==> src/logic/bcs_pkg.sv <==
// ==========================================================
// Shared constants of the bridge command and status block
package bcs_pkg;
   // ==========================================================
   // Register indices; the byte address is four times the index
   localparam logic [7:0] CMD_INDEX = 8'h04;
   localparam logic [7:0] STS_INDEX = 8'h06;
   localparam logic [7:0] REV_INDEX = 8'h08;
   localparam logic [7:0] IRQ_STATUS_INDEX = 8'h50;
   localparam logic [7:0] IRQ_MASK_INDEX = 8'h51;
   localparam logic [11:0] ADDR_CMD = {2'b00, CMD_INDEX, 2'b00};
   localparam logic [11:0] ADDR_STS = {2'b00, STS_INDEX, 2'b00};
   localparam logic [11:0] ADDR_REV = {2'b00, REV_INDEX, 2'b00};
   localparam logic [11:0] ADDR_IRQ_STATUS = {2'b00, IRQ_STATUS_INDEX, 2'b00};
   localparam logic [11:0] ADDR_IRQ_MASK = {2'b00, IRQ_MASK_INDEX, 2'b00};

   // ==========================================================
   // Command register fields
   localparam int CMD_IO = 0;
   localparam int CMD_MEM = 1;
   localparam int CMD_MASTER = 2;
   localparam int CMD_SPECIAL = 3;
   localparam int CMD_WR_INVAL = 4;
   localparam int CMD_ERR_MSG = 8;
   localparam logic [15:0] CMD_RESET = 16'h0000;

   // ==========================================================
   // Status register fields
   localparam int STS_SYS_ERR = 14;
   localparam logic [15:0] STS_FIXED = 16'h00a0;
   localparam logic [15:0] STS_RESET = 16'h00a0;

   // ==========================================================
   // Revision code, value arbitrary
   localparam logic [7:0] REVISION_DEFAULT = 8'h5a;

   // ==========================================================
   // Interrupt status and mask layout
   localparam int IRQ_SERR = 0;
   localparam int IRQ_ABORT = 1;
   localparam int IRQ_W = 2;
   localparam logic [IRQ_W-1:0] IRQ_RESET = 2'b00;

   // ==========================================================
   // Decode range slots
   localparam int RNG_MEM = 0;
   localparam int RNG_PMEM = 1;
   localparam int RNG_IO = 2;
   localparam int NUM_RNG = 3;

   // ==========================================================
   // Bus data phase states
   typedef enum logic [1:0] {PH_IDLE, PH_WRITE, PH_RDWAIT, PH_RDDATA} bcs_phase_t;
endpackage : bcs_pkg

==> src/logic/bcs_dec_if.sv <==
`timescale 1ns/100ps
// ==========================================================
// Link between register bank and range decoder
interface bcs_dec_if
   import bcs_pkg::*;
(
   input logic clk,
   input logic rst_n
);
   logic master_en;
   logic mem_en;
   logic io_en;
   logic frame_valid;
   logic frame_is_io;
   logic [31:0] frame_addr;
   logic sideband_valid;
   logic [31:0] base [NUM_RNG];
   logic [31:0] limit [NUM_RNG];
   logic frame_accept;
   logic frame_abort;
   logic sideband_accept;

   modport regs (input clk, input rst_n, output master_en, output mem_en, output io_en,
      output frame_valid, output frame_is_io, output frame_addr, output sideband_valid,
      output base, output limit, input frame_accept, input frame_abort,
      input sideband_accept);
   modport dec (input clk, input rst_n, input master_en, input mem_en, input io_en,
      input frame_valid, input frame_is_io, input frame_addr, input sideband_valid,
      input base, input limit, output frame_accept, output frame_abort,
      output sideband_accept);
endinterface : bcs_dec_if

==> src/logic/bcs_regs.sv <==
// Implementation choice: the AHB-Lite slave port.
`timescale 1ns/100ps
module bcs_regs
   import bcs_pkg::*;
#(
   parameter logic [7:0] REVISION = REVISION_DEFAULT
)
(
   input wire logic hclk,
   input wire logic hresetn,
   input wire logic hsel,
   input wire logic [31:0] haddr,
   input wire logic [1:0] htrans,
   input wire logic hwrite,
   input wire logic [2:0] hsize,
   input wire logic [31:0] hwdata,
   input wire logic hready,
   output logic hreadyout,
   output logic [31:0] hrdata,
   output logic hresp,
   input wire logic bridge_error_event,
   output logic serr_msg_send,
   input wire logic frame_valid,
   input wire logic frame_is_io,
   input wire logic [31:0] frame_addr,
   output logic frame_accept,
   output logic frame_abort,
   input wire logic sideband_valid,
   output logic sideband_accept,
   input wire logic [31:0] mem_base,
   input wire logic [31:0] mem_limit,
   input wire logic [31:0] pmem_base,
   input wire logic [31:0] pmem_limit,
   input wire logic [31:0] io_base,
   input wire logic [31:0] io_limit,
   output logic irq
);

   // ==========================================================
   // Declarations
   bcs_phase_t phase;
   bcs_phase_t next_phase;
   logic [11:0] addr_q;
   logic addr_take;
   logic wr_cmd;
   logic wr_sts;
   logic wr_irq_status;
   logic wr_irq_mask;
   logic io_decode_enable;
   logic memory_decode_enable;
   logic bus_master_enable;
   logic system_error_msg_enable;
   logic signaled_system_error;
   logic [15:0] cmd_value;
   logic [15:0] sts_value;
   logic [IRQ_W-1:0] irq_status;
   logic [IRQ_W-1:0] irq_mask;
   logic [IRQ_W-1:0] irq_events;
   logic [IRQ_W-1:0] irq_clear;
   logic [31:0] next_rdata;

   bcs_dec_if dec_if (
      .clk (hclk),
      .rst_n (hresetn)
   );

   // ==========================================================
   // Bus address phase capture
   assign addr_take = hsel && htrans[1] && hready;

   // Word address of the transfer in its data phase
   always_ff @(posedge hclk or negedge hresetn) begin
      if (!hresetn) begin
         addr_q <= 12'h000;
      end else if (addr_take) begin
         addr_q <= {haddr[11:2], 2'b00};
      end
   end

   // Data phase sequencing; reads take one wait state
   always_comb begin
      next_phase = PH_IDLE;
      case (phase)
         PH_RDWAIT: begin
            next_phase = PH_RDDATA;
         end
         PH_IDLE, PH_WRITE, PH_RDDATA: begin
            if (addr_take) begin
               next_phase = hwrite ? PH_WRITE : PH_RDWAIT;
            end
         end
         default: begin
            next_phase = PH_IDLE;
         end
      endcase
   end

   // Phase register
   always_ff @(posedge hclk or negedge hresetn) begin
      if (!hresetn) begin
         phase <= PH_IDLE;
      end else begin
         phase <= next_phase;
      end
   end

   // Handshake and response
   assign hreadyout = (phase != PH_RDWAIT);
   assign hresp = 1'b0; // Always OKAY

   // Write strobes per register
   assign wr_cmd = (phase == PH_WRITE) && (addr_q == ADDR_CMD);
   assign wr_sts = (phase == PH_WRITE) && (addr_q == ADDR_STS);
   assign wr_irq_status = (phase == PH_WRITE) && (addr_q == ADDR_IRQ_STATUS);
   assign wr_irq_mask = (phase == PH_WRITE) && (addr_q == ADDR_IRQ_MASK);

   // ==========================================================
   // Command register, only the four enables are stored
   always_ff @(posedge hclk or negedge hresetn) begin
      if (!hresetn) begin
         io_decode_enable <= CMD_RESET[CMD_IO];
         memory_decode_enable <= CMD_RESET[CMD_MEM];
         bus_master_enable <= CMD_RESET[CMD_MASTER];
         system_error_msg_enable <= CMD_RESET[CMD_ERR_MSG];
      end else if (wr_cmd) begin
         io_decode_enable <= hwdata[CMD_IO];
         memory_decode_enable <= hwdata[CMD_MEM];
         bus_master_enable <= hwdata[CMD_MASTER];
         system_error_msg_enable <= hwdata[CMD_ERR_MSG];
      end
   end

   // Command read value; bits 4 and 3 and all others stay fixed
   always_comb begin
      cmd_value = CMD_RESET;
      cmd_value[CMD_IO] = io_decode_enable;
      cmd_value[CMD_MEM] = memory_decode_enable;
      cmd_value[CMD_MASTER] = bus_master_enable;
      cmd_value[CMD_ERR_MSG] = system_error_msg_enable;
   end

   // ==========================================================
   // System error message, sent only while globally enabled
   always_ff @(posedge hclk or negedge hresetn) begin
      if (!hresetn) begin
         serr_msg_send <= 1'b0;
      end else begin
         serr_msg_send <= bridge_error_event && system_error_msg_enable;
      end
   end

   // Signaled system error flag; a new message wins over the clear
   always_ff @(posedge hclk or negedge hresetn) begin
      if (!hresetn) begin
         signaled_system_error <= STS_RESET[STS_SYS_ERR];
      end else if (serr_msg_send) begin
         signaled_system_error <= 1'b1;
      end else if (wr_sts && hwdata[STS_SYS_ERR]) begin
         signaled_system_error <= 1'b0;
      end
   end

   // Status read value over hardwired capability bits
   always_comb begin
      sts_value = STS_FIXED;
      sts_value[STS_SYS_ERR] = signaled_system_error;
   end

   // ==========================================================
   // Interrupt status, write one to clear, events win
   assign irq_events = {frame_abort, serr_msg_send};
   assign irq_clear = wr_irq_status ? hwdata[IRQ_W-1:0] : IRQ_RESET;

   always_ff @(posedge hclk or negedge hresetn) begin
      if (!hresetn) begin
         irq_status <= IRQ_RESET;
      end else begin
         irq_status <= (irq_status & ~irq_clear) | irq_events;
      end
   end

   // Interrupt mask
   always_ff @(posedge hclk or negedge hresetn) begin
      if (!hresetn) begin
         irq_mask <= IRQ_RESET;
      end else if (wr_irq_mask) begin
         irq_mask <= hwdata[IRQ_W-1:0];
      end
   end

   // Level interrupt
   assign irq = |(irq_status & irq_mask);

   // ==========================================================
   // Read data mux; unmapped words read zero
   always_comb begin
      next_rdata = 32'h0000_0000;
      case (addr_q)
         ADDR_CMD: begin
            next_rdata = {16'h0000, cmd_value};
         end
         ADDR_STS: begin
            next_rdata = {16'h0000, sts_value};
         end
         ADDR_REV: begin
            next_rdata = {24'h00_0000, REVISION};
         end
         ADDR_IRQ_STATUS: begin
            next_rdata = {30'h0000_0000, irq_status};
         end
         ADDR_IRQ_MASK: begin
            next_rdata = {30'h0000_0000, irq_mask};
         end
         default: begin
            next_rdata = 32'h0000_0000;
         end
      endcase
   end

   // Read data register, loaded in the wait state
   always_ff @(posedge hclk or negedge hresetn) begin
      if (!hresetn) begin
         hrdata <= 32'h0000_0000;
      end else if (phase == PH_RDWAIT) begin
         hrdata <= next_rdata;
      end
   end

   // ==========================================================
   // Decoder hookup
   assign dec_if.master_en = bus_master_enable;
   assign dec_if.mem_en = memory_decode_enable;
   assign dec_if.io_en = io_decode_enable;
   assign dec_if.frame_valid = frame_valid;
   assign dec_if.frame_is_io = frame_is_io;
   assign dec_if.frame_addr = frame_addr;
   assign dec_if.sideband_valid = sideband_valid;
   assign dec_if.base[RNG_MEM] = mem_base;
   assign dec_if.limit[RNG_MEM] = mem_limit;
   assign dec_if.base[RNG_PMEM] = pmem_base;
   assign dec_if.limit[RNG_PMEM] = pmem_limit;
   assign dec_if.base[RNG_IO] = io_base;
   assign dec_if.limit[RNG_IO] = io_limit;
   assign frame_accept = dec_if.frame_accept;
   assign frame_abort = dec_if.frame_abort;
   assign sideband_accept = dec_if.sideband_accept;

   bcs_range_decode u_dec (
      .dec (dec_if.dec)
   );
endmodule : bcs_regs

==> src/logic/bcs_range_decode.sv <==
`timescale 1ns/100ps
// ==========================================================
// Secondary master cycle decoder
module bcs_range_decode
   import bcs_pkg::*;
(
   bcs_dec_if.dec dec
);
   logic [NUM_RNG-1:0] hit;
   logic space_hit;

   // ==========================================================
   // One window compare per range slot
   genvar gi;
   generate
      for (gi = 0; gi < NUM_RNG; gi++) begin : g_rng
         assign hit[gi] = (dec.frame_addr >= dec.base[gi]) && (dec.frame_addr <= dec.limit[gi]);
      end
   endgenerate

   // Space gating by the memory and I/O decode enables
   assign space_hit = dec.frame_is_io ? (dec.io_en && hit[RNG_IO])
      : (dec.mem_en && (hit[RNG_MEM] || hit[RNG_PMEM]));

   // Frame cycles need the bus master enable and a hit
   assign dec.frame_accept = dec.frame_valid && dec.master_en && space_hit;
   assign dec.frame_abort = dec.frame_valid && !(dec.master_en && space_hit);
   // Sideband cycles pass whatever the enable
   assign dec.sideband_accept = dec.sideband_valid;
endmodule : bcs_range_decode

==> config.mk <==
export PLATFORM = sky130hd
export DESIGN_NAME = bcs_regs
export DESIGN_NICKNAME = d
export VERILOG_FILES = /design/src/logic/bcs_pkg.sv /design/src/logic/bcs_dec_if.sv /design/src/logic/bcs_regs.sv /design/src/logic/bcs_range_decode.sv
export SDC_FILE = /design/constraint.sdc
export NUM_CORES = 1
export LEC_CHECK = 0
export ABC_AREA = 1
export BUFFER_PORTS_ARGS = -buffer_cell sky130_fd_sc_hd__buf_2
export CAP_MARGIN = 20
export CORE_AREA = 3 3 133 135
export DETAILED_ROUTE_END_ITERATION = 8
export DIE_AREA = 0 0 136 138
export GPL_TIMING_DRIVEN = 1
export PLACE_DENSITY = 0.73
export SYNTH_ARGS = -nofsm -noshare
export SYNTH_HDL_FRONTEND = slang
export SYNTH_SLANG_ARGS = --single-unit
==> constraint.sdc <==
create_clock -name hclk -period 3.1 [get_ports hclk]
set_input_delay 0.93 -clock hclk [delete_from_list [all_inputs] [get_ports hclk]]
set_output_delay 0.93 -clock hclk [all_outputs]
set_load 0.02 [all_outputs]
==> report_table.html, run 1 <==
<table>
<tr><th>Metric</th><th>Value</th></tr>
<tr><th colspan="2">Drt</th></tr>
<tr><td>DRC violation total after the first TritonRoute iteration</td><td>~260</td></tr>
<tr><td>Detail-routed via count per cell</td><td>between 4 and 5</td></tr>
<tr><td>WL/cell</td><td>13.5 um</td></tr>
<tr><td>Total routed wirelength</td><td>20.2 mm</td></tr>
<tr><td>Initial DRT Pass Iterations</td><td>4</td></tr>
<tr><td>Vias</td><td>6946</td></tr>
<tr><td>Antenna Violating Nets Remaining</td><td>0</td></tr>
<tr><td>Remaining design rule violation count</td><td>0</td></tr>
<tr><th colspan="2">Pwr</th></tr>
<tr><td>Static Leak</td><td>5.62 nW</td></tr>
<tr><td>Share of total power in sequential cells</td><td>0.216</td></tr>
<tr><td>Fraction of power spent switching nets</td><td>0.397</td></tr>
<tr><td>Relative contribution of combinational cells to total power</td><td>0.566</td></tr>
<tr><td>Design Power</td><td>2.06 mW</td></tr>
<tr><td>Cell internal power dissipation</td><td>about 1.2 mW</td></tr>
<tr><td>Pwr/cell area</td><td>218 nW/um^2</td></tr>
<tr><td>Switching pwr</td><td>816 uW</td></tr>
<tr><td>Clock network fraction of design power</td><td>0.218</td></tr>
<tr><td>Worst voltage drop across the vdd grid</td><td>approximately 0.28 mV</td></tr>
<tr><th colspan="2">Clock tree</th></tr>
<tr><td>H-tree level count</td><td>2</td></tr>
<tr><td>Root Driver</td><td>clkbuf_16</td></tr>
<tr><td>Number of clock sinks</td><td>29</td></tr>
<tr><td>TritonCTS Buffers</td><td>5</td></tr>
<tr><td>Worst-skew pair later-pin latency</td><td>270 ps</td></tr>
<tr><td>TritonCTS clock tree</td><td>built</td></tr>
<tr><td>Longest Clk Path Bufs</td><td>2</td></tr>
<tr><td>Clock edge transition at the registers on the reported setup and hold paths</td><td>50 ps</td></tr>
<tr><th colspan="2">GRT</th></tr>
<tr><td>Overall track demand over capacity in global routing</td><td>0.201</td></tr>
<tr><td>Via count of the first global-routing pass</td><td>6867</td></tr>
<tr><td>Number of antenna violations at the first check in global routing</td><td>1</td></tr>
<tr><td>Total global routing overflow</td><td>0</td></tr>
<tr><td>Pin count of the biggest net entering global routing</td><td>30</td></tr>
<tr><td>First-pass GRT wire length</td><td>31.1 mm</td></tr>
<tr><th colspan="2">Logic synthesis</th></tr>
<tr><td>Yosys cell types</td><td>32</td></tr>
<tr><td>Synthesized instance count</td><td>980</td></tr>
<tr><td>Average cell area after synthesis</td><td>roughly 6.7 sq um</td></tr>
<tr><td>Cell area after technology mapping</td><td>around 6500 sq um</td></tr>
<tr><td>Warnings, synthesis</td><td>0</td></tr>
<tr><td>Sequential fraction of the synthesis area</td><td>0.111</td></tr>
<tr><td>Register bit count reported by yosys</td><td>29</td></tr>
<tr><th colspan="2">STA</th></tr>
<tr><td>Final number of setup-violating endpoints</td><td>2</td></tr>
<tr><td>Final worst clock skew</td><td>1.87 ps</td></tr>
<tr><td>Setup tns final</td><td>-955 ps</td></tr>
<tr><td>Timing-limited maximum frequency</td><td>0.279 GHz</td></tr>
<tr><td>Setup repair after global routing missed its margin</td><td>yes</td></tr>
<tr><td>Final worst path period need</td><td>3590 ps</td></tr>
<tr><td>Slew of the pin with the lowest slew margin</td><td>640 ps</td></tr>
<tr><td>Headroom to the max-slew limit</td><td>0.573</td></tr>
<tr><td>Max Slew Vio Count</td><td>0</td></tr>
<tr><td>Worst hold slack</td><td>roughly 470 ps</td></tr>
<tr><td>Endpoints failing hold</td><td>0</td></tr>
<tr><td>Final Worst Setup Slack</td><td>-488 ps</td></tr>
<tr><td>Fraction of the cycle the final worst path needs</td><td>1.16</td></tr>
<tr><th colspan="2">Outcome</th></tr>
<tr><td>Result of the run</td><td>finished, violations left</td></tr>
<tr><td>Violations in the final reports</td><td>setup timing</td></tr>
<tr><th colspan="2">Run</th></tr>
<tr><td>Total of max-cap violations</td><td>0</td></tr>
<tr><th colspan="2">Critical path</th></tr>
<tr><td>Endpoint required time on the critical path</td><td>2170 ps</td></tr>
<tr><td>Worst-path fanout max</td><td>5</td></tr>
<tr><td>Worst setup SP type</td><td>input pin</td></tr>
<tr><td>CP arrival</td><td>2660 ps</td></tr>
<tr><td>Worst Path Class, Setup</td><td>in2out</td></tr>
<tr><td>Worst Setup End Kind</td><td>output port</td></tr>
<tr><th colspan="2">Final layout</th></tr>
<tr><td>Share of post-route cells with drive strength above 1</td><td>0.357</td></tr>
<tr><td>Layout Cells excl Fill</td><td>1500</td></tr>
<tr><td>Share of the core filled with cells</td><td>0.569</td></tr>
<tr><td>P&amp;R area growth vs syn</td><td>44.2%</td></tr>
<tr><td>Final nets</td><td>roughly 1800</td></tr>
<tr><th colspan="2">Floorplan</th></tr>
<tr><td>Height of the die</td><td>138 um</td></tr>
<tr><td>Standard cell core area</td><td>16600 sq um</td></tr>
<tr><td>Boundary Pins</td><td>341</td></tr>
<tr><td>Number of rows in the core area</td><td>47</td></tr>
<tr><td>Starting utilization of the core area</td><td>0.395</td></tr>
<tr><td>Die area</td><td>around 19000 sq um</td></tr>
<tr><td>Die Wd</td><td>136 um</td></tr>
<tr><th colspan="2">Placement</th></tr>
<tr><td>Placed cell count</td><td>1490</td></tr>
<tr><td>Estimated wirelength of the detail-placed design</td><td>17.3 mm</td></tr>
<tr><td>Final weighted congestion in routability-driven placement</td><td>0.881</td></tr>
<tr><td>Input/output buffers</td><td>262</td></tr>
<tr><th colspan="2">Worst hold path</th></tr>
<tr><td>Hold crit path type</td><td>reg2reg</td></tr>
</table>
## kinds of logic (layout without fill, tap and decap cells)
logic type / count (synthesis) / in the layout / synth area share
compound gates: 148 / 148 / 0.120
flops: 29 / 29 / 0.111
simple gates: 324 / 324 / 0.212
mux: 9 / 9 / 0.0155
fa+ha+maj: 192 / 192 / 0.367
other cells: 1 / 24 / 0.000573
buf+inv: 277 / 554 / 0.174
## registers in the layout, summed over array words and instances (netlist names)
name and cells:
bus_master_enable 1, irq_mask 2, signaled_system_error 1, dec_if.mem_en 1, phase 2, irq_status 2, dec_if.io_en 1, system_error_msg_enable 1
addr_q 10, hrdata 7, serr_msg_send 1
## synth_stat cells (all sizes together)
library cell | instances | share of area
a21oi | 97 | 0.075
nor3 | 5 | 0.0054
o21a | 7 | 0.0080
conb | 1 | 0.00057
a22o | 1 | 0.0013
o21ai | 37 | 0.029
mux2 | 9 | 0.015
nand3b | 2 | 0.0023
nor4 | 4 | 0.0094
nor2 | 64 | 0.038
nand4 | 16 | 0.015
dfrtp | 29 | 0.11
nand2 | 206 | 0.12
nand3 | 27 | 0.022
clkbuf | 2 | 0.0011
a21o | 4 | 0.0046
clkinv | 4 | 0.0023
o211ai | 2 | 0.0023
buf | 27 | 0.031
ha | 192 | 0.37
inv | 244 | 0.14
## final timing paths
check,startpoint,end,slack (ps),depth (start not counted)
worst max-delay path,frame_addr[21],frame_abort,-490,17
worst min-delay path,hrdata[0],hrdata[0],470,2
worst max register to register,addr_q[7],system_error_msg_enable,1520,5
worst min register to register,hrdata[0],hrdata[0],470,2
max in group asynchronous,hresetn,irq_status[0],2000,1
min in group asynchronous,hresetn,addr_q[4],680,1
## cell usage in the layout, fill, tap and decap left out, types with 5 or more instances in the layout
cell,instances
a21oi_1,72
a21oi_2,25
buf_2,234
buf_4,41
buf_6,19
clkbuf_16,5
conb_1,23
dfrtp_1,29
ha_1,146
ha_4,42
inv_1,227
inv_2,16
mux2_2,7
nand2_1,184
nand2_2,18
nand3_1,18
nand3_2,8
nand4_1,16
nor2_1,46
nor2_2,13
nor2_4,5
o21a_1,7
o21ai_0,15
o21ai_1,20
## critical path: stages
cell	delay, ps
buf_6	110
buf_4	140
ha_1	310
a21oi_2	140
nor2_1	40
nor2_1	110
nand3_2	100
a21oi_2	150
nand2_1	60
nand2_1	70
nand2_2	60
nand2_2	60
nand2_2	70
nand2_4	80
nand2_2	60
inv_2	50
buf_6	110
## stage by stage
step	area, sq um	setup WS (ps)
2_1_floorplan	6650	-39.6
3_3_place_gp	8300	-670
3_5_place_dp	8300	-662
4_1_cts	9110	-506
5_1_grt	9430	-624
6_report	9440	-488
## power by group through the flow
stage          combinational, mW  clock [mW]  sequential (mW)
2_1_floorplan              0.610           0            0.445
3_3_place_gp               0.960           0            0.449
3_5_place_dp               0.987           0            0.450
4_1_cts                     1.10       0.454            0.444
5_1_grt                     1.33       0.473            0.449
6_report                    1.17       0.448            0.445
## cell type report
cell class	instances	area, sq um
well taps	220	275
multi-input cells	696	5590
fillers	1536	7150
flip-flops and latches	29	726
repair buffers	298	1770
inverters	248	936
diodes	1	2.50
clock buffers	8	136
## repair_timing
action / in CTS / in global routing
pin swaps: 47 / 35
setup buffers: 1 / 0
endpoints found under the hold margin: 0 / 0
gates resized for setup: 126 / 68
hold buffers: 0 / 0
endpoints found under the setup margin: 2 / 2
## metal layers
metal  global-route usage  vias to the layer above  part of all wire
li1                     -                     3691                 -
met1                0.250                     3005              0.43
met2                0.365                      216              0.49
met3               0.0225                       34             0.058
met4               0.0509                        0             0.026
met5                    0                        -                 0
Note: power is estimated with default switching activity, not from simulation.
==> run 2: changes to the inputs <==
--- a/config.mk
+++ b/config.mk
@@ -12,7 +12,7 @@
 export DETAILED_ROUTE_END_ITERATION = 8
 export DIE_AREA = 0 0 136 138
 export GPL_TIMING_DRIVEN = 1
-export PLACE_DENSITY = 0.73
+export PLACE_DENSITY = 0.71
 export SYNTH_ARGS = -nofsm -noshare
 export SYNTH_HDL_FRONTEND = slang
 export SYNTH_SLANG_ARGS = --single-unit
==> constraint.sdc (replaced) <==
create_clock -name hclk -period 4.1 [get_ports hclk]
set_input_delay 1.23 -clock hclk [delete_from_list [all_inputs] [get_ports hclk]]
set_output_delay 1.23 -clock hclk [all_outputs]
set_load 0.02 [all_outputs]
==> report_table.html, run 2 (synthesis results as in run 1) <==
<table>
<tr><th>Metric</th><th>Value</th></tr>
<tr><th colspan="2">Outcome</th></tr>
<tr><td>Result of the run</td><td>finished, violations left</td></tr>
<tr><td>Violations in the final reports</td><td>setup timing</td></tr>
<tr><th colspan="2">Critical path</th></tr>
<tr><td>Endpoint required time on the critical path</td><td>2870 ps (+700 ps)</td></tr>
<tr><td>Critical path buffers and inverters</td><td>4 (unchanged)</td></tr>
<tr><td>Worst setup SP type</td><td>input pin</td></tr>
<tr><td>Worst-path fanout max</td><td>6 (+1)</td></tr>
<tr><td>Levels on crit path</td><td>17 (unchanged)</td></tr>
<tr><td>Cell occurring most often along the worst timing path</td><td>nand2_1</td></tr>
<tr><td>Worst Path Class, Setup</td><td>in2out</td></tr>
<tr><td>Capturing instance or port of the critical path</td><td>frame_abort</td></tr>
<tr><td>Logic depth of the worst register-to-register path</td><td>5 (unchanged)</td></tr>
<tr><td>Worst Setup End Kind</td><td>output port</td></tr>
<tr><td>Cell at the slowest stage of the critical path</td><td>ha_1</td></tr>
<tr><td>Register-to-register path setup slack</td><td>2510 ps (+990 ps)</td></tr>
<tr><td>CP arrival</td><td>2980 ps (+320 ps)</td></tr>
<tr><td>Slowest stage delay, CP</td><td>290 ps (-20 ps)</td></tr>
<tr><td>Origin of the worst setup path</td><td>frame_addr[1]</td></tr>
<tr><td>Reg2Reg Launch Point</td><td>addr_q[7]</td></tr>
<tr><td>Top cell family by delay on the critical path</td><td>simple AND/OR/NAND/NOR gates</td></tr>
<tr><td>Destination of the worst register-to-register timing path</td><td>bus_master_enable</td></tr>
<tr><td>Critical path, cell by cell</td><td>buf_4 &gt; buf_4 &gt; ha_1 &gt; a21oi_1 &gt; o21ai_1 &gt; nand2_1 &gt; nand2_1 &gt; nand2_1 &gt; nand2_1 &gt; nand2_1 &gt; nand3_1 &gt; nand3_2 &gt; nand2_2 &gt; nand2_4 &gt; nand2_4 &gt; inv_2 &gt; buf_6</td></tr>
<tr><th colspan="2">Final layout</th></tr>
<tr><td>Largest registers ranked by flip-flop count</td><td>addr_q: 10 flops, hrdata: 7 flops</td></tr>
<tr><td>Final nets</td><td>1771 (-0.056%)</td></tr>
<tr><td>Post-layout instance area</td><td>9790 sq um (+3.7%)</td></tr>
<tr><td>Largest register by flop count</td><td>addr_q</td></tr>
<tr><td>Commonest non-fill, non-tap cells in the layout</td><td>231 x buf_2, 227 x inv_1, 177 x nand2_1</td></tr>
<tr><td>Share of post-route cells with drive strength above 1</td><td>0.380 (+0.0238)</td></tr>
<tr><td>Most common library cell in the layout ignoring fill and taps</td><td>buf_2</td></tr>
<tr><td>P&amp;R area growth vs syn</td><td>49.5%</td></tr>
<tr><td>Max reg flops</td><td>10 (unchanged)</td></tr>
<tr><td>Share of the core filled with cells</td><td>0.590 (+0.0213)</td></tr>
<tr><td>Number of fill cells in the layout</td><td>1452 (-5.5%)</td></tr>
<tr><th colspan="2">STA</th></tr>
<tr><td>Fraction of the cycle the final worst path needs</td><td>1.03</td></tr>
<tr><td>Worst hold slack</td><td>460 ps (-11.7 ps)</td></tr>
<tr><td>Timing-limited maximum frequency</td><td>around 0.24 GHz</td></tr>
<tr><td>Final Worst Setup Slack</td><td>-111 ps (+377 ps)</td></tr>
<tr><td>Setup tns final</td><td>-204 ps (+751 ps)</td></tr>
<tr><td>Max Slew Vio Count</td><td>0 (unchanged)</td></tr>
<tr><td>Final worst path period need</td><td>4210 ps</td></tr>
<tr><td>Slew of the pin with the lowest slew margin</td><td>649 ps (+8.85 ps)</td></tr>
<tr><td>Setup repair after global routing missed its margin</td><td>yes</td></tr>
<tr><td>Headroom to the max-slew limit</td><td>0.567 (-0.00590)</td></tr>
<tr><td>Endpoints failing hold</td><td>0 (unchanged)</td></tr>
<tr><td>Final worst clock skew</td><td>3.59 ps (+1.72 ps)</td></tr>
<tr><td>Final number of setup-violating endpoints</td><td>2 (unchanged)</td></tr>
<tr><th colspan="2">Floorplan</th></tr>
<tr><td>Height of the die</td><td>138 um (unchanged)</td></tr>
<tr><td>Die area</td><td>18800 sq um (unchanged)</td></tr>
<tr><td>Standard cell core area</td><td>16600 sq um (unchanged)</td></tr>
<tr><td>Number of rows in the core area</td><td>47 (unchanged)</td></tr>
<tr><td>Die Wd</td><td>136 um (unchanged)</td></tr>
<tr><td>Boundary Pins</td><td>341 (unchanged)</td></tr>
<tr><td>Starting utilization of the core area</td><td>0.395 (unchanged)</td></tr>
<tr><th colspan="2">Clock tree</th></tr>
<tr><td>H-tree level count</td><td>2 (unchanged)</td></tr>
<tr><td>Number of clock sinks</td><td>29 (unchanged)</td></tr>
<tr><td>Longest Clk Path Bufs</td><td>2 (unchanged)</td></tr>
<tr><td>TritonCTS Buffers</td><td>5 (unchanged)</td></tr>
<tr><td>Root Driver</td><td>clkbuf_16</td></tr>
<tr><td>Worst-skew pair later-pin latency</td><td>280 ps (about the same)</td></tr>
<tr><td>TritonCTS clock tree</td><td>built</td></tr>
<tr><td>Clock edge transition at the registers on the reported setup and hold paths</td><td>50 ps (about the same)</td></tr>
<tr><th colspan="2">Placement</th></tr>
<tr><td>Final weighted congestion in routability-driven placement</td><td>0.860 (-2.3%)</td></tr>
<tr><td>Placed cell area</td><td>8250 sq um (-0.62%)</td></tr>
<tr><td>Estimated wirelength of the detail-placed design</td><td>17.1 mm (-0.92%)</td></tr>
<tr><td>Input/output buffers</td><td>262 (unchanged)</td></tr>
<tr><th colspan="2">GRT</th></tr>
<tr><td>Pin count of the biggest net entering global routing</td><td>30 (unchanged)</td></tr>
<tr><td>Total global routing overflow</td><td>0 (unchanged)</td></tr>
<tr><td>Via count of the first global-routing pass</td><td>7017 (+2.2%)</td></tr>
<tr><td>Overall track demand over capacity in global routing</td><td>0.205 (+0.00443)</td></tr>
<tr><td>First-pass GRT wire length</td><td>31.9 mm (+2.3%)</td></tr>
<tr><td>Number of antenna violations at the first check in global routing</td><td>3 (+2)</td></tr>
<tr><th colspan="2">Drt</th></tr>
<tr><td>Detail-routed via count per cell</td><td>4.71 (+1.7%)</td></tr>
<tr><td>WL/cell</td><td>14.2 um (+5.9%)</td></tr>
<tr><td>Vias</td><td>7071 (+1.8%)</td></tr>
<tr><td>Total routed wirelength</td><td>21.4 mm (+6.0%)</td></tr>
<tr><td>Antenna Violating Nets Remaining</td><td>0 (unchanged)</td></tr>
<tr><td>Initial DRT Pass Iterations</td><td>5 (+1)</td></tr>
<tr><td>DRC violation total after the first TritonRoute iteration</td><td>201 (-23%)</td></tr>
<tr><td>Remaining design rule violation count</td><td>0 (unchanged)</td></tr>
<tr><th colspan="2">Run</th></tr>
<tr><td>Total of max-cap violations</td><td>0 (unchanged)</td></tr>
<tr><th colspan="2">Pwr</th></tr>
<tr><td>Static Leak</td><td>5.64 nW (+0.42%)</td></tr>
<tr><td>Worst voltage drop across the vdd grid</td><td>0.151 mV (-46%)</td></tr>
<tr><td>Pwr/cell area</td><td>169 nW/um^2 (-23%)</td></tr>
<tr><th colspan="2">Worst hold path</th></tr>
<tr><td>Hold crit path type</td><td>reg2reg</td></tr>
</table>
## run 2: per-stage QoR
| stage | std cells | setup slack [ps] | power, mW |
|---|---|---|---|
| after detailed placement | 1487 | -242 | 1.08 |
| after global routing | 1501 | -223 | 1.79 |
| after CTS | 1498 | -105 | 1.52 |
| final | 1501 | -111 | 1.65 |
| after floorplan | 1002 | 270 | 0.796 |
| after global placement | 1487 | -276 | 1.06 |
## run 2: repair_timing
item                                    in CTS  in global routing
setup buffers                                3                  0
pin swaps                                   25                 65
hold buffers                                 0                  0
resized for setup                           85                168
endpoints found under the setup margin       2                  2
## run 2: final cells by class
type	instances	area, sq um	area share
Sequential cell	29	726	0.0741
Clock inverter	1	5.00	0.000511
Inverter	248	931	0.0951
Timing Repair Buffer	297	1790	0.182
Clock buffer	7	153	0.0156
Antenna cell	3	7.51	0.000767
Tap cell	220	275	0.0281
Multi-Input combinational cell	696	5910	0.603
## run 2: how the worst min path moves through the flow
stage,from,to,slack [ps],cells past startpoint
4_1_cts,serr_msg_send,signaled_system_error,470,2
3_3_place_gp,serr_msg_send,irq_status[0],450,2
6_report,serr_msg_send,signaled_system_error,460,2
2_1_floorplan,system_error_msg_enable,serr_msg_send,450,2
5_1_grt,serr_msg_send,signaled_system_error,490,2
3_5_place_dp,serr_msg_send,signaled_system_error,460,2
## run 2: worst register-to-register path: stages (launching register included)
cell	delay [ps]
dfrtp_1	370
nor2_1	160
nand2_1	140
nor4_4	220
nand3_2	220
mux2_1	360
## run 2: metal layers
layer  share of wire  global-route usage
met3           0.052              0.0211
met4           0.026              0.0668
met1            0.42               0.253
met5               0                   0
met2            0.50               0.370
## run 2: report_power, final
part / internal (mW) / switching (mW)
Sequential: 0.314 / 0.0227
Combinational: 0.426 / 0.510
Clock: 0.256 / 0.122
